`src/card_select_pkg.sv`:
```
// Package with register map, field layout and shared types of the card select block.
package card_select_pkg;
    localparam logic [15:0] interface_select_reg_addr = 16'hfe00;
    localparam logic [15:0] irq_cause_reg_addr = 16'hfe01;
    localparam logic [15:0] irq_enable_reg_addr = 16'hfe02;
    localparam logic [15:0] internal_line_ctl_addr = 16'hfe10;
    localparam logic [15:0] external_line_ctl_addr = 16'hfe11;
    localparam logic [15:0] length_count_addr = 16'hfe12;
    localparam logic [15:0] status_addr = 16'hfe13;
    localparam logic [7:0] interface_select_reset = 8'h00;
    localparam logic [7:0] irq_cause_reset = 8'h00;
    localparam logic [7:0] irq_enable_reset = 8'h00;
    localparam logic [7:0] line_ctl_reset = 8'h00;
    localparam logic [7:0] length_reset = 8'h00;
    localparam logic [7:0] interface_select_mask = 8'h0e;
    localparam int choice_lsb = 2;
    localparam int bypass_bit = 1;
    localparam int line_data_bit = 0;
    localparam int line_dir_bit = 1;
    localparam int line_sample_bit = 5;
    localparam int cause_length = 7;
    localparam int cause_card_event = 6;
    localparam int cause_supply_timer = 5;
    localparam int cause_rx_available = 4;
    localparam int cause_tx_event = 3;
    localparam int cause_tx_sent = 2;
    localparam int cause_tx_error = 1;
    localparam int cause_rx_error = 0;
    localparam logic [1:0] choice_none = 2'h0;
    localparam logic [1:0] choice_external = 2'h1;

    typedef enum logic [1:0] {
        route_none = 2'b00,
        route_external = 2'b01,
        route_internal = 2'b10
    } route_type;

    typedef struct packed {
        logic [15:0] addr;
        logic [7:0] wdata;
        logic wr;
        logic rd;
    } reg_req_type;

    typedef struct packed {
        logic tx_event;
        logic tx_sent;
        logic tx_error;
        logic rx_error;
        logic rx_fifo_not_empty;
        logic wait_timeout;
    } uart_event_type;

    typedef struct packed {
        logic card_event;
        logic supply_timer;
    } slot_event_type;
endpackage

```
`src/line_sampler.sv`:
```
// Two-stage synchroniser with edge detection for a pin from outside.
`timescale 1ns/1ps
module line_sampler (
    input wire logic clk,
    input wire logic srst,
    input wire logic pin,
    output logic level,
    output logic rise,
    output logic fall
);
    logic meta_ff;
    logic sync_ff;
    logic last_ff;

    always_ff @(posedge clk) begin
        if (srst) begin
            meta_ff <= 1'b1;
            sync_ff <= 1'b1;
            last_ff <= 1'b1;
        end else begin
            meta_ff <= pin;
            sync_ff <= meta_ff;
            last_ff <= sync_ff;
        end
    end

    assign level = sync_ff;
    assign rise = sync_ff & ~last_ff;
    assign fall = ~sync_ff & last_ff;
endmodule

```
`src/card_select.sv`:
```
// Card interface select, line bypass and interrupt cause register bank.
`timescale 1ns/1ps
// Behaviour
// Choice 00 routes the UART nowhere, 01 to the external interface, 1X to the internal slot.
// Writing the choice only routes the UART and never powers or activates a card.
// With bypass set the UART is cut off and the line follows the line control bits.
// Reading the cause register clears the bits it returns, and it resets to 0x00. The code keeps the receive available bit (bit 4) set on a read.
// Each cause has an enable bit and only enabled causes raise the interrupt.
// Causes are collected only from the interface that is currently chosen.
// Firmware does all error recovery after reading causes; the block only flags.
// Firmware inserts a sync start bit by clearing, stopping clock high, selecting TX, reloading, driving low, restarting.
// Unused bits of the select register read as zero and ignore writes.
// In sync mode the top cause is set when the falling-edge length counter hits its loaded value.
// A disabled cause is still set by its event but raises no interrupt.
// The receive available cause ignores reads and clears only when the receive FIFO is empty.
module card_select (
    input wire logic clk,
    input wire logic srst,
    input wire card_select_pkg::reg_req_type req,
    output logic [7:0] rdata,
    output logic card_irq,
    input wire logic sync_mode,
    input wire card_select_pkg::uart_event_type int_uart_evt,
    input wire card_select_pkg::uart_event_type ext_uart_evt,
    input wire card_select_pkg::slot_event_type int_slot_evt,
    input wire card_select_pkg::slot_event_type ext_slot_evt,
    input wire logic uart_tx_data,
    input wire logic uart_tx_oe_n,
    output logic uart_rx_data,
    input wire logic int_card_clk,
    input wire logic int_io_in,
    output logic int_io_out,
    output logic int_io_oe_n,
    input wire logic ext_card_clk,
    input wire logic ext_card_line_in,
    output logic ext_card_line_out,
    output logic ext_card_line_oe_n
);
    logic [7:0] interface_select_reg_ff;
    logic [7:0] irq_cause_reg_ff;
    logic [7:0] irq_enable_reg_ff;
    logic [7:0] internal_line_ctl_ff;
    logic [7:0] external_line_ctl_ff;
    logic [7:0] length_load_ff;
    logic [7:0] length_count_ff;
    logic length_armed_ff;
    logic [7:0] nxt_cause;
    logic [7:0] nxt_rdata;
    logic [7:0] rdata_ff;
    logic card_irq_ff;
    logic int_io_out_ff;
    logic int_io_oe_n_ff;
    logic ext_out_ff;
    logic ext_oe_n_ff;
    logic uart_rx_ff;
    logic int_clk_fall;
    logic int_io_lvl;
    logic int_io_fall;
    logic ext_clk_fall;
    logic ext_io_lvl;
    logic ext_io_fall;
    logic sel_clk_fall;
    logic sel_clk_rise;
    logic int_clk_rise;
    logic ext_clk_rise;
    logic sel_io_lvl;
    logic sel_io_fall;
    logic bypass;
    logic length_hit;
    card_select_pkg::route_type route;
    card_select_pkg::uart_event_type sel_uart;
    card_select_pkg::slot_event_type sel_slot;

    // Decodes the two choice bits into a route.
    function automatic card_select_pkg::route_type decode_route(
        input logic [7:0] sel
    );
        logic [1:0] c;
        c = sel[card_select_pkg::choice_lsb +: 2];
        if (c[1]) begin
            decode_route = card_select_pkg::route_internal;
        end else if (c == card_select_pkg::choice_external) begin
            decode_route = card_select_pkg::route_external;
        end else begin
            decode_route = card_select_pkg::route_none;
        end
    endfunction

    // Register read or write hit at a given address.
    function automatic logic hit(
        input card_select_pkg::reg_req_type r,
        input logic [15:0] a
    );
        hit = r.addr == a;
    endfunction

    line_sampler int_clk_sync (
        .clk(clk), .srst(srst), .pin(int_card_clk),
        .level(), .rise(int_clk_rise), .fall(int_clk_fall)
    );
    line_sampler int_io_sync (
        .clk(clk), .srst(srst), .pin(int_io_in),
        .level(int_io_lvl), .rise(), .fall(int_io_fall)
    );
    line_sampler ext_clk_sync (
        .clk(clk), .srst(srst), .pin(ext_card_clk),
        .level(), .rise(ext_clk_rise), .fall(ext_clk_fall)
    );
    line_sampler ext_io_sync (
        .clk(clk), .srst(srst), .pin(ext_card_line_in),
        .level(ext_io_lvl), .rise(), .fall(ext_io_fall)
    );

    assign route = decode_route(interface_select_reg_ff);
    assign bypass = interface_select_reg_ff[card_select_pkg::bypass_bit];

    // Selects the event and pin sources of the chosen interface.
    always_comb begin
        sel_uart = '0;
        sel_slot = '0;
        sel_clk_fall = 1'b0;
        sel_clk_rise = 1'b0;
        sel_io_lvl = 1'b1;
        sel_io_fall = 1'b0;
        unique case (route)
            card_select_pkg::route_internal: begin
                sel_uart = int_uart_evt;
                sel_slot = int_slot_evt;
                sel_clk_fall = int_clk_fall;
                sel_clk_rise = int_clk_rise;
                sel_io_lvl = int_io_lvl;
                sel_io_fall = int_io_fall;
            end
            card_select_pkg::route_external: begin
                sel_uart = ext_uart_evt;
                sel_slot = ext_slot_evt;
                sel_clk_fall = ext_clk_fall;
                sel_clk_rise = ext_clk_rise;
                sel_io_lvl = ext_io_lvl;
                sel_io_fall = ext_io_fall;
            end
            card_select_pkg::route_none: begin
                sel_uart = '0;
            end
            default: begin
                sel_uart = '0;
            end
        endcase
    end

    // Select register; only the choice and bypass bits are stored.
    always_ff @(posedge clk) begin
        if (srst) begin
            interface_select_reg_ff <= card_select_pkg::interface_select_reset;
        end else if (req.wr
            && hit(req, card_select_pkg::interface_select_reg_addr)) begin
            interface_select_reg_ff <= req.wdata
                & card_select_pkg::interface_select_mask;
        end
    end

    // Enable register.
    always_ff @(posedge clk) begin
        if (srst) begin
            irq_enable_reg_ff <= card_select_pkg::irq_enable_reset;
        end else if (req.wr
            && hit(req, card_select_pkg::irq_enable_reg_addr)) begin
            irq_enable_reg_ff <= req.wdata;
        end
    end

    // Line control registers; the sample bit reflects the line at card clock rise.
    always_ff @(posedge clk) begin
        if (srst) begin
            internal_line_ctl_ff <= card_select_pkg::line_ctl_reset;
            external_line_ctl_ff <= card_select_pkg::line_ctl_reset;
        end else begin
            if (req.wr && hit(req, card_select_pkg::internal_line_ctl_addr)) begin
                internal_line_ctl_ff <= req.wdata;
            end else if (int_clk_rise) begin
                internal_line_ctl_ff[card_select_pkg::line_sample_bit] <=
                    int_io_lvl;
            end
            if (req.wr && hit(req, card_select_pkg::external_line_ctl_addr)) begin
                external_line_ctl_ff <= req.wdata;
            end else if (ext_clk_rise) begin
                external_line_ctl_ff[card_select_pkg::line_sample_bit] <=
                    ext_io_lvl;
            end
        end
    end

    // Bit length counter on falling card clock edges of the chosen interface.
    always_ff @(posedge clk) begin
        if (srst) begin
            length_load_ff <= card_select_pkg::length_reset;
            length_count_ff <= card_select_pkg::length_reset;
            length_armed_ff <= 1'b0;
        end else if (req.wr
            && hit(req, card_select_pkg::length_count_addr)) begin
            length_load_ff <= req.wdata;
            length_count_ff <= card_select_pkg::length_reset;
            length_armed_ff <= req.wdata != 8'h00;
        end else if (length_armed_ff && sync_mode && sel_clk_fall) begin
            length_count_ff <= length_count_ff + 8'h01;
            if (length_count_ff + 8'h01 == length_load_ff) begin
                length_armed_ff <= 1'b0;
            end
        end
    end

    assign length_hit = length_armed_ff && sync_mode && sel_clk_fall
        && (length_count_ff + 8'h01 == length_load_ff);

    // Cause bits: events set, a read clears all but the receive available bit, a set in the same cycle wins.
    always_comb begin
        nxt_cause = irq_cause_reg_ff;
        if (req.rd && hit(req, card_select_pkg::irq_cause_reg_addr)) begin
            nxt_cause = irq_cause_reg_ff
                & (8'h01 << card_select_pkg::cause_rx_available);
        end
        if (sync_mode ? length_hit : sel_uart.wait_timeout) begin
            nxt_cause[card_select_pkg::cause_length] = 1'b1;
        end
        if (sel_slot.card_event) begin
            nxt_cause[card_select_pkg::cause_card_event] = 1'b1;
        end
        if (sel_slot.supply_timer) begin
            nxt_cause[card_select_pkg::cause_supply_timer] = 1'b1;
        end
        if (sel_uart.tx_event) begin
            nxt_cause[card_select_pkg::cause_tx_event] = 1'b1;
        end
        if (sel_uart.tx_sent) begin
            nxt_cause[card_select_pkg::cause_tx_sent] = 1'b1;
        end
        if (sel_uart.tx_error) begin
            nxt_cause[card_select_pkg::cause_tx_error] = 1'b1;
        end
        if (sel_uart.rx_error) begin
            nxt_cause[card_select_pkg::cause_rx_error] = 1'b1;
        end
        if (bypass) begin
            if (sel_io_fall) begin
                nxt_cause[card_select_pkg::cause_rx_available] = 1'b1;
            end
        end else begin
            nxt_cause[card_select_pkg::cause_rx_available] =
                sel_uart.rx_fifo_not_empty;
        end
    end

    always_ff @(posedge clk) begin
        if (srst) begin
            irq_cause_reg_ff <= card_select_pkg::irq_cause_reset;
        end else begin
            irq_cause_reg_ff <= nxt_cause;
        end
    end

    always_ff @(posedge clk) begin
        if (srst) begin
            card_irq_ff <= 1'b0;
        end else begin
            card_irq_ff <= |(nxt_cause & irq_enable_reg_ff);
        end
    end

    // Read data, one cycle after the strobe; unmapped addresses read zero.
    always_comb begin
        nxt_rdata = 8'h00;
        if (req.rd) begin
            unique case (req.addr)
                card_select_pkg::interface_select_reg_addr:
                    nxt_rdata = interface_select_reg_ff;
                card_select_pkg::irq_cause_reg_addr:
                    nxt_rdata = irq_cause_reg_ff;
                card_select_pkg::irq_enable_reg_addr:
                    nxt_rdata = irq_enable_reg_ff;
                card_select_pkg::internal_line_ctl_addr:
                    nxt_rdata = internal_line_ctl_ff;
                card_select_pkg::external_line_ctl_addr:
                    nxt_rdata = external_line_ctl_ff;
                card_select_pkg::length_count_addr:
                    nxt_rdata = length_count_ff;
                card_select_pkg::status_addr:
                    nxt_rdata = {6'h00, length_armed_ff, sel_io_lvl};
                default:
                    nxt_rdata = 8'h00;
            endcase
        end
    end

    always_ff @(posedge clk) begin
        if (srst) begin
            rdata_ff <= 8'h00;
        end else begin
            rdata_ff <= nxt_rdata;
        end
    end

    // Line routing; nothing here touches card power or activation.
    always_ff @(posedge clk) begin
        if (srst) begin
            int_io_out_ff <= 1'b1;
            int_io_oe_n_ff <= 1'b1;
            ext_out_ff <= 1'b1;
            ext_oe_n_ff <= 1'b1;
            uart_rx_ff <= 1'b1;
        end else begin
            int_io_out_ff <= 1'b1;
            int_io_oe_n_ff <= 1'b1;
            ext_out_ff <= 1'b1;
            ext_oe_n_ff <= 1'b1;
            uart_rx_ff <= bypass ? 1'b1 : sel_io_lvl;
            if (route == card_select_pkg::route_internal) begin
                int_io_out_ff <= bypass
                    ? internal_line_ctl_ff[card_select_pkg::line_data_bit]
                    : uart_tx_data;
                int_io_oe_n_ff <= bypass
                    ? ~internal_line_ctl_ff[card_select_pkg::line_dir_bit]
                    : uart_tx_oe_n;
            end
            if (route == card_select_pkg::route_external) begin
                ext_out_ff <= bypass
                    ? external_line_ctl_ff[card_select_pkg::line_data_bit]
                    : uart_tx_data;
                ext_oe_n_ff <= bypass
                    ? ~external_line_ctl_ff[card_select_pkg::line_dir_bit]
                    : uart_tx_oe_n;
            end
        end
    end

    assign rdata = rdata_ff;
    assign card_irq = card_irq_ff;
    assign int_io_out = int_io_out_ff;
    assign int_io_oe_n = int_io_oe_n_ff;
    assign ext_card_line_out = ext_out_ff;
    assign ext_card_line_oe_n = ext_oe_n_ff;
    assign uart_rx_data = uart_rx_ff;
endmodule

```
`config.mk`:
```
export PLATFORM = sky130hd
export DESIGN_NAME = card_select
export DESIGN_NICKNAME = d
export VERILOG_FILES = /design/src/card_select_pkg.sv /design/src/line_sampler.sv /design/src/card_select.sv
export SDC_FILE = /design/constraint.sdc
export NUM_CORES = 1
export LEC_CHECK = 0
export BUFFER_PORTS_ARGS = -buffer_cell sky130_fd_sc_hd__clkbuf_2
export CAP_MARGIN = 15
export CORE_UTILIZATION = 45
export CTS_CLUSTER_DIAMETER = 60
export DETAILED_ROUTE_END_ITERATION = 10
export GPL_ROUTABILITY_DRIVEN = 0
export HOLD_SLACK_MARGIN = 0.02
export PLACE_DENSITY = 0.67
export RECOVER_POWER = 25
export SLEW_MARGIN = 20
export SYNTH_ARGS = -nofsm -noshare
export SYNTH_HDL_FRONTEND = slang
export SYNTH_HIERARCHICAL = 1
export SYNTH_SLANG_ARGS = --single-unit
```
`constraint.sdc`:
```
create_clock -name clk -period 3.2 [get_ports clk]
set_clock_uncertainty 0.05 [all_clocks]
set_input_delay 0.32 -clock clk [delete_from_list [all_inputs] [get_ports clk]]
set_output_delay 0.32 -clock clk [all_outputs]
set_load 0.01 [all_outputs]
```
# Yosys cells after proc, flatten, opt, wreduce, memory -nomap -nowiden
# Cells that the tools add are included.
# classes
add_sub_neg	1
n_eq_ne	11
muxes	30
bitwise_logic	18
reduce_logical	21
# op_table
cell	n
$eq A16 B16 Y1 const B	7
$pmux W8 S7	1
$mux W1	22
$pmux W6 S2	1
$not A1 Y1	11
$reduce_or A2 Y1	5
$logic_and A1 B1 Y1	9
$add A8 B1 Y8 const B	1
$and A8 B8 Y8	1
$eq A8 B8 Y1	1
$mux W8	1
$reduce_bool A2 Y1	4
$reduce_bool A8 Y1	1
$reduce_or A8 Y1	1
$and A1 B1 Y1	6
$pmux W1 S2	3
$eq A2 B1 Y1 const B	2
$pmux W2 S2	1
$eq A2 B2 Y1 const B	1
$mux W2	1
$reduce_and A2 Y1	1
# word_totals
register_bits	78

# Depth between registers and ports, before layout
# Gate-level depths: netlist of run 1.
# depth
depth_word	11
depth_mapped	8

# Hierarchy
# The synthesis of run 1 kept the hierarchy.
# by_module_without_submodules
module	n_inst	cells_each	area_each_um2	seq_area_each_um2
card_select	1	382	3270.6	1321.3
line_sampler	4	8	92.6	60.1

# Worst setup path after synthesis of run 1
# OpenSTA, ideal clock, no wires.
# synth_path
kind	input-to-reg
startpoint	input port req[13] (netlist name)
endpoint	register card_irq_ff (netlist: card_irq)
setup_time_ns	0.130
arrival_ns	1.783
required_ns	3.020
slack_ns	1.237
path_stages	6
n_path_buf	0
path_cell_list	nor4_4 > nand4_4 > o31a_1 > a221o_1 > a2111oi_2 > o22ai_1
# synth_via
elab_chain_len	6
elab_cells_between_ends	12
classes_between	eq/ne: 1; mux: 8; bitwise: 1; reduce/logical: 2
# synth_lines
item	line	text
start, declared	card_select.sv:19	input wire card_select_pkg::reg_req_type req,
$eq A16 B16 Y1 (*)	card_select.sv:94	hit = r.addr == a;
$logic_and A1 B1 Y1 (*)	card_select.sv:218	if (req.rd && hit(req, card_select_pkg::irq_cause_reg_addr)) begin
$mux W8 (*)	card_select.sv:218	
$mux W1 (tied with other cells)	card_select.sv:240	if (sel_uart.rx_error) begin
$and A8 B8 Y8 (*)	card_select.sv:265	card_irq_ff <= |(nxt_cause & irq_enable_reg_ff);
$reduce_or A8 Y1 (*)	card_select.sv:265	
end signal, assigned	card_select.sv:265	
end, declared	card_select.sv:50	logic card_irq_ff;
# Mark *: on every way between the ends. The rest lies on a longest branch, timed or not.
# A chain may end at the register's enable or synchronous reset.

# Final worst setup path of run 1
# layout_path
startpoint	register interface_select_reg_ff[3]
endpoint	register card_irq_ff (netlist: card_irq)
# layout_via
elab_chain_len	11
elab_cells_between_ends	23
classes_between	eq/ne: 3; mux: 16; bitwise: 1; reduce/logical: 3
# layout_lines
item	line	text
start, declared	card_select.sv:39	logic [7:0] interface_select_reg_ff;
start signal, assigned	card_select.sv:154	interface_select_reg_ff <= card_select_pkg::interface_select_reset;
start signal, assigned	card_select.sv:157	interface_select_reg_ff <= req.wdata
$eq A2 B1 Y1	card_select.sv:82	end else if (c == card_select_pkg::choice_external) begin
$mux W1	card_select.sv:82	
$mux W2 (*)	card_select.sv:80	if (c[1]) begin
$eq A2 B1 Y1 / $eq A2 B2 Y1 (equally long branches)	card_select.sv:125	unique case (route)
$pmux W1 S2	card_select.sv:125	
$logic_and A1 B1 Y1	card_select.sv:212	assign length_hit = length_armed_ff && sync_mode && sel_clk_fall
$logic_and A1 B1 Y1	card_select.sv:213	&& (length_count_ff + 8'h01 == length_load_ff);
$mux W1 (2 in series)	card_select.sv:222	if (sync_mode ? length_hit : sel_uart.wait_timeout) begin
$and A8 B8 Y8 (*)	card_select.sv:265	
$reduce_or A8 Y1 (*)	card_select.sv:265	
# Marked as above.

==> impl_metrics.yaml, run 1 <==
outcome:
  outcome: "complete, but fails checks"
  failed_checks: "capacitance limit, slew limit"
timing:
  fmax_mhz: 380
  min_period_ns: 2.63
  fin_tns_setup_ns: 0
  tightestPinTransition_ns: 2.42
  finalHoldViolCount: 0
  layout_worst_path_cycle_share: 0.822
  setup_viol: 0
  rsz0062_at_grt: "no"
  slew_headroom: -0.614
  slew_violations: 59
floorplan:
  fp.dieH_microns: 91.8
  core_area_sq_um: 7770
  rows: 32
  start_util: 0.467
  dieArea_sq_um: 8430
  boundaryPins: 65
  die_w_microns: 91.8
final_layout:
  antenna_cells: 0
  fin_area_sq_um: 4170
  multi_input_area_sq_um: 1910
  stdcell_count: 577
  syn_to_final_growth_pct: 14.9
  drive_gt1_frac: 0.194
  n_fill_cell: 757
  final_nets: 522
  seqCellArea_sq_um: 1560
  utilization: 0.537
pwr:
  p_per_area_nw_per_um2: 428
  max-vdd-ir-drop_mv: 0.268
  p_int_mw: 1.31
  p_sw_frac: 0.265
  p_seq_frac: 0.549
  comb_power_share: 0.054
  switching_power_uw: 473
  p_leak_nw: 1.44
  pwr-share-clk: 0.397
  power_mw: 1.78
placed_design:
  detailed_place_hpwl_mm: 7.12
  placed_area_sq_um: 4000
  post-place-cells: 561
  io_buffers: 64
clock_tree:
  cts_root_buf: "clkbuf_8"
  numCtsBuffers: 9
  tritoncts: "yes"
  cts_setup_buffers: 0
  post_cts_resized: 0
  clk_latency_ns: 0.36
  htree_levels: 3
  cts_buffer_depth: 2
  cts.sink_count: 78
  ctsHoldBuffers: 0
  cts.clk_slew.worst_paths_ns: 0.09
routing:
  firstDrtPassIters: 5
  wl_met1_mm: 4.41
  vias_per_cell: 5.88
  wl_mm: 9.84
  ant_nets: 0
  drtIter0Drc: 342
  drc: 0
  wl_per_cell_microns: 17.1
  via_count: 3391
  highest_layer: "met4"
  met3_length_microns: 730
  wl_met2_mm: 4.49
worst_setup_path:
  critPathArrivalTime_ns: 2.72
  worst_setup_path_start_kind: "flop"
  startpoint: "interface_select_reg_ff[3]"
  crit_type: "flop to flop"
  r2r.worst_path.cells: 6
  worstPathRequired_ns: 3.29
  r2r_slack_ns: 0.57
  cp_max_fo: 18
  crit_end: "card_irq"
  cp-end-kind: "flop"
  reg2reg_to: "card_irq"
  reg2reg_from: "interface_select_reg_ff[3]"
grt:
  grt_pass1_wl_mm: 16.2
  grtUsageTotal: 0.248
  antenna_found_initial: 0
  grt_pass1_vias: 3176
  overflow: 0
  grt_max_degree: 59
yosys:
  netlist_instances: 412
  syn_area_sq_um: 3630
  syn_avg_cell_area_sq_um: 8.81
  yosys_warnings: 6
  syn_nets: 464
worst_hold_path:
  hold_path_depth: 2
  min-delay-start: "int_io_in"
  hold_class: "input pin to flop"
run:
  maxCapViolCount: 1
critical path, cell delays in order (launching register included):
cell	delay [ns]
dfxtp_1	0.74
and3b_1	0.27
or3_1	0.30
o31ai_1	0.22
o2111ai_1	0.20
a2111oi_2	0.47
o22ai_1	0.15
sequential cells by signal, indices dropped and copies added, names as in the netlist, 3 cells and up:
| signal | cells |
|---|---|
| external_line_ctl_ff | 8 |
| irq_enable_reg_ff | 8 |
| length_load_ff | 8 |
| internal_line_ctl_ff | 8 |
| irq_cause_reg_ff | 8 |
| rdata | 8 |
| interface_select_reg_ff | 3 |
| length_count_ff | 8 |
worst min path at each step:
stage                                 endpoint
after floorplan             ext_clk_sync/level
after global placement       ext_io_sync/level
after detailed placement    int_clk_sync/level
after CTS                 ext_clk_sync/meta_ff
after global routing      int_clk_sync/meta_ff
final                      int_io_sync/meta_ff
routing by layer:
metal / up-vias / global-route usage
met3: 14 / 0.0522
met5: - / 0
li1: 1614 / -
met4: 0 / 0.0859
met1: 1622 / 0.332
met2: 141 / 0.398
power by group through the flow:
stage               logic [mW]  registers [mW]  clock network [mW]
floorplan               0.0444            1.00                   0
global placement        0.0956            1.00                   0
detailed placement      0.0959            1.00                   0
CTS                     0.0962           0.979               0.711
global route             0.103           0.980               0.763
finish                  0.0969           0.979               0.707
cells in the final DEF (no fill, tap or decap), drive strengths merged, types with 3 or more instances in the layout:
| cell | count |
|---|---|
| or3 | 4 |
| a21oi | 48 |
| nor2 | 27 |
| nor4 | 5 |
| dfxtp | 78 |
| inv | 11 |
| nor3 | 6 |
| a221o | 4 |
| mux2 | 3 |
| a222oi | 9 |
| o31ai | 3 |
| clkbuf | 74 |
| or2 | 12 |
| nand2 | 53 |
| a22oi | 9 |
| and3 | 3 |
| and2b | 4 |
| clkinvlp | 3 |
| buf | 7 |
| nor2b | 5 |
| xnor2 | 8 |
| o311ai | 4 |
| xor2 | 5 |
| nand2b | 7 |
| a211oi | 5 |
| nand3 | 36 |
| mux2i | 5 |
final cells by class:
type,count,area share
multi-input combinational,302,0.457
sequential,78,0.375
timing repair buffer,72,0.0867
tap,102,0.0306
clock buffer,9,0.0297
clock inverter,7,0.0150
inverter,7,0.00630
stage by stage:
| step | hold slack (ns) | setup WS (ns) |
|---|---|---|
| floorplan | 0.333 | 1.24 |
| global placement | 0.337 | 0.642 |
| detailed placement | 0.339 | 0.635 |
| CTS | 0.0667 | 0.693 |
| global route | 0.0615 | 0.522 |
| finish | 0.0767 | 0.570 |
Power figures use the tool's default switching activity.
==> run 2: changes to the inputs <==
- ABC_AREA: default -> 1
- PLACE_DENSITY: 0.67 -> 0.66
- clock period: 3.2 -> 2.7 ns (I/O delays scaled with it)
==> run 2 against run 1 <==
Register-to-register slack better by 0.15 ns. Global-route usage decreased by 1.5 points. Largest cell class unchanged. The run now ends clean. Die area up 3.9%. Sequential power up 18%. Hold slack got worse by 0.042 ns.
==> impl_metrics.yaml, run 2 <==
floorplan:
  start_util: 0.462
  boundaryPins: 65
  dieArea_sq_um: 8760
  core_area_sq_um: 8180
  rows: 33
  fp.dieH_microns: 93.6
  die_w_microns: 93.6
final_layout:
  syn_to_final_growth_pct: 15.3
  final_nets: 649
  n_fill_cell: 821
  antenna_cells: 0
  drive_gt1_frac: 0.176
  layout_common_cells: "nand2_1, inv_1, dfxtp_1, a21oi_1, clkbuf_2"
  multi_input_area_sq_um: 1780
  utilization: 0.532
  seqCellArea_sq_um: 1560
  final_common_cell: "nand2_1"
worst_setup_path:
  cp_max_fo: 13
  crit_chain: "inv_1, nand3_1, nand2_1, nand2_1, nor2_1, nand3_1, nor2_1, nand3_1, nand2_1, nand3_1, nand2_1"
  slowest_stage: "dfxtp_1"
  r2r_slack_ns: 0.72
  worstPathRequired_ns: 2.90
  r2r.worst_path.cells: 11
  cp.buffers_inverters: 1
  cp-end-kind: "flop"
  cp_top_family: "simple AND/OR/NAND/NOR gates"
  crit_type: "flop to flop"
  startpoint: "interface_select_reg_ff[3]"
  worstSetupPathDepth: 11
  worst_setup_path_start_kind: "flop"
  critPathArrivalTime_ns: 2.18
  cp_slowest_stage_delay_ns: 0.62
  reg2reg_from: "interface_select_reg_ff[3]"
pwr:
  p_sw_frac: 0.241
  max-vdd-ir-drop_mv: 0.290
  comb_power_share: 0.055
  pwr-share-clk: 0.406
  p_int_mw: 1.64
  switching_power_uw: 518
  p_per_area_nw_per_um2: 495
  p_leak_nw: 1.94
  p_seq_frac: 0.539
clock_tree:
  clk_latency_ns: 0.35
  cts.sink_count: 78
  numCtsBuffers: 9
  htree_levels: 3
  cts_buffer_depth: 2
  tritoncts: "yes"
  cts_root_buf: "clkbuf_8"
  post_cts_resized: 0
  cts.clk_slew.worst_paths_ns: 0.09
  cts_setup_buffers: 0
routing:
  ant_nets: 0
  wl_mm: 9.74
  vias_per_cell: 5.13
  drtIter0Drc: 370
  drc: 0
  via_count: 3625
  firstDrtPassIters: 7
  wl_per_cell_microns: 13.8
placed_design:
  io_buffers: 64
  detailed_place_hpwl_mm: 7.56
timing:
  tightestPinTransition_ns: 0.768
  fmax_mhz: 505
  finalHoldViolCount: 0
  slew_headroom: 0.488
  rsz0062_at_grt: "no"
  layout_worst_path_cycle_share: 0.734
  fin_tns_setup_ns: 0
  min_period_ns: 1.98
  setup_viol: 0
  slew_violations: 0
grt:
  grt_pass1_wl_mm: 15.5
  grt_max_degree: 17
  antenna_found_initial: 0
  grt_pass1_vias: 3222
  grtUsageTotal: 0.233
  overflow: 0
worst_hold_path:
  hold_path_depth: 3
  min-delay-start: "ext_card_clk"
  hold_class: "input pin to flop"
outcome:
  outcome: "complete, no violations"
yosys:
  syn_avg_cell_area_sq_um: 7.11
  syn_area_sq_um: 3770
  syn_nets: 583
  netlist_instances: 531
  yosys_warnings: 6
run:
  maxCapViolCount: 0
[run 2: cell types whose count changed in the layout (fill, tap and decap cells not counted), moves of 9 or more]
| cell | change |
|---|---|
| inv_1 | +77 |
| nand2_1 | +61 |
| o21ai_0 | +34 |
| nor2_1 | +23 |
| nand3_1 | -12 |
| or2_1 | -12 |
| a222oi_1 | -9 |
| a22oi_1 | -9 |
[run 2: per-stage QoR]
step	setup slack [ns]	power (mW)	cells	hold slack (ns)	instance area (sq um)
after global placement	0.839	1.30	690	0.340	4160
after CTS	0.739	2.16	706	0.0247	4360
after floorplan	1.11	1.24	531	0.305	3770
after detailed placement	0.743	1.30	690	0.353	4160
after global routing	0.479	2.23	707	0.0289	4350
final	0.718	2.15	707	0.0346	4350
[run 2: timing repair]
action,in CTS,in global routing
hold buffers,0,1
endpoints found under the hold margin,0,1
endpoints found under the setup margin,0,0
[run 2: path summary, 6_finish.rpt]
kind | endpoint
worst max-delay path | card_irq
worst min-delay path | ext_clk_sync/meta_ff
worst max register to register | card_irq
worst min register to register | ext_clk_sync/level
[run 2: area by class of cell]
| type | instances | share of cell area |
|---|---|---|
| multi-input cells | 349 | 0.410 |
| well taps | 105 | 0.0302 |
| repair buffers | 68 | 0.0768 |
| inverters | 91 | 0.0791 |
| clock inverters | 6 | 0.0158 |
| clock buffers | 10 | 0.0293 |
| flip-flops and latches | 78 | 0.359 |
[run 2: power by group through the flow]
stage / Combinational, mW / Sequential (mW) / Clock [mW]
2_1_floorplan: 0.0516 / 1.19 / 0
3_3_place_gp: 0.115 / 1.19 / 0
3_5_place_dp: 0.117 / 1.19 / 0
4_1_cts: 0.117 / 1.16 / 0.879
5_1_grt: 0.131 / 1.16 / 0.935
6_report: 0.118 / 1.16 / 0.875
[run 2: worst min-delay path, cell delays in order]
cell	delay, ns
clkbuf_2	0.08
inv_1	0.03
nand2_1	0.04
[run 2: per-layer routing]
metal	GRT usage	vias up	share of wire
li1	-	1834	-
met1	0.321	1616	0.46
met2	0.366	155	0.44
met3	0.0398	20	0.079
met4	0.0872	0	0.017
met5	0	-	0
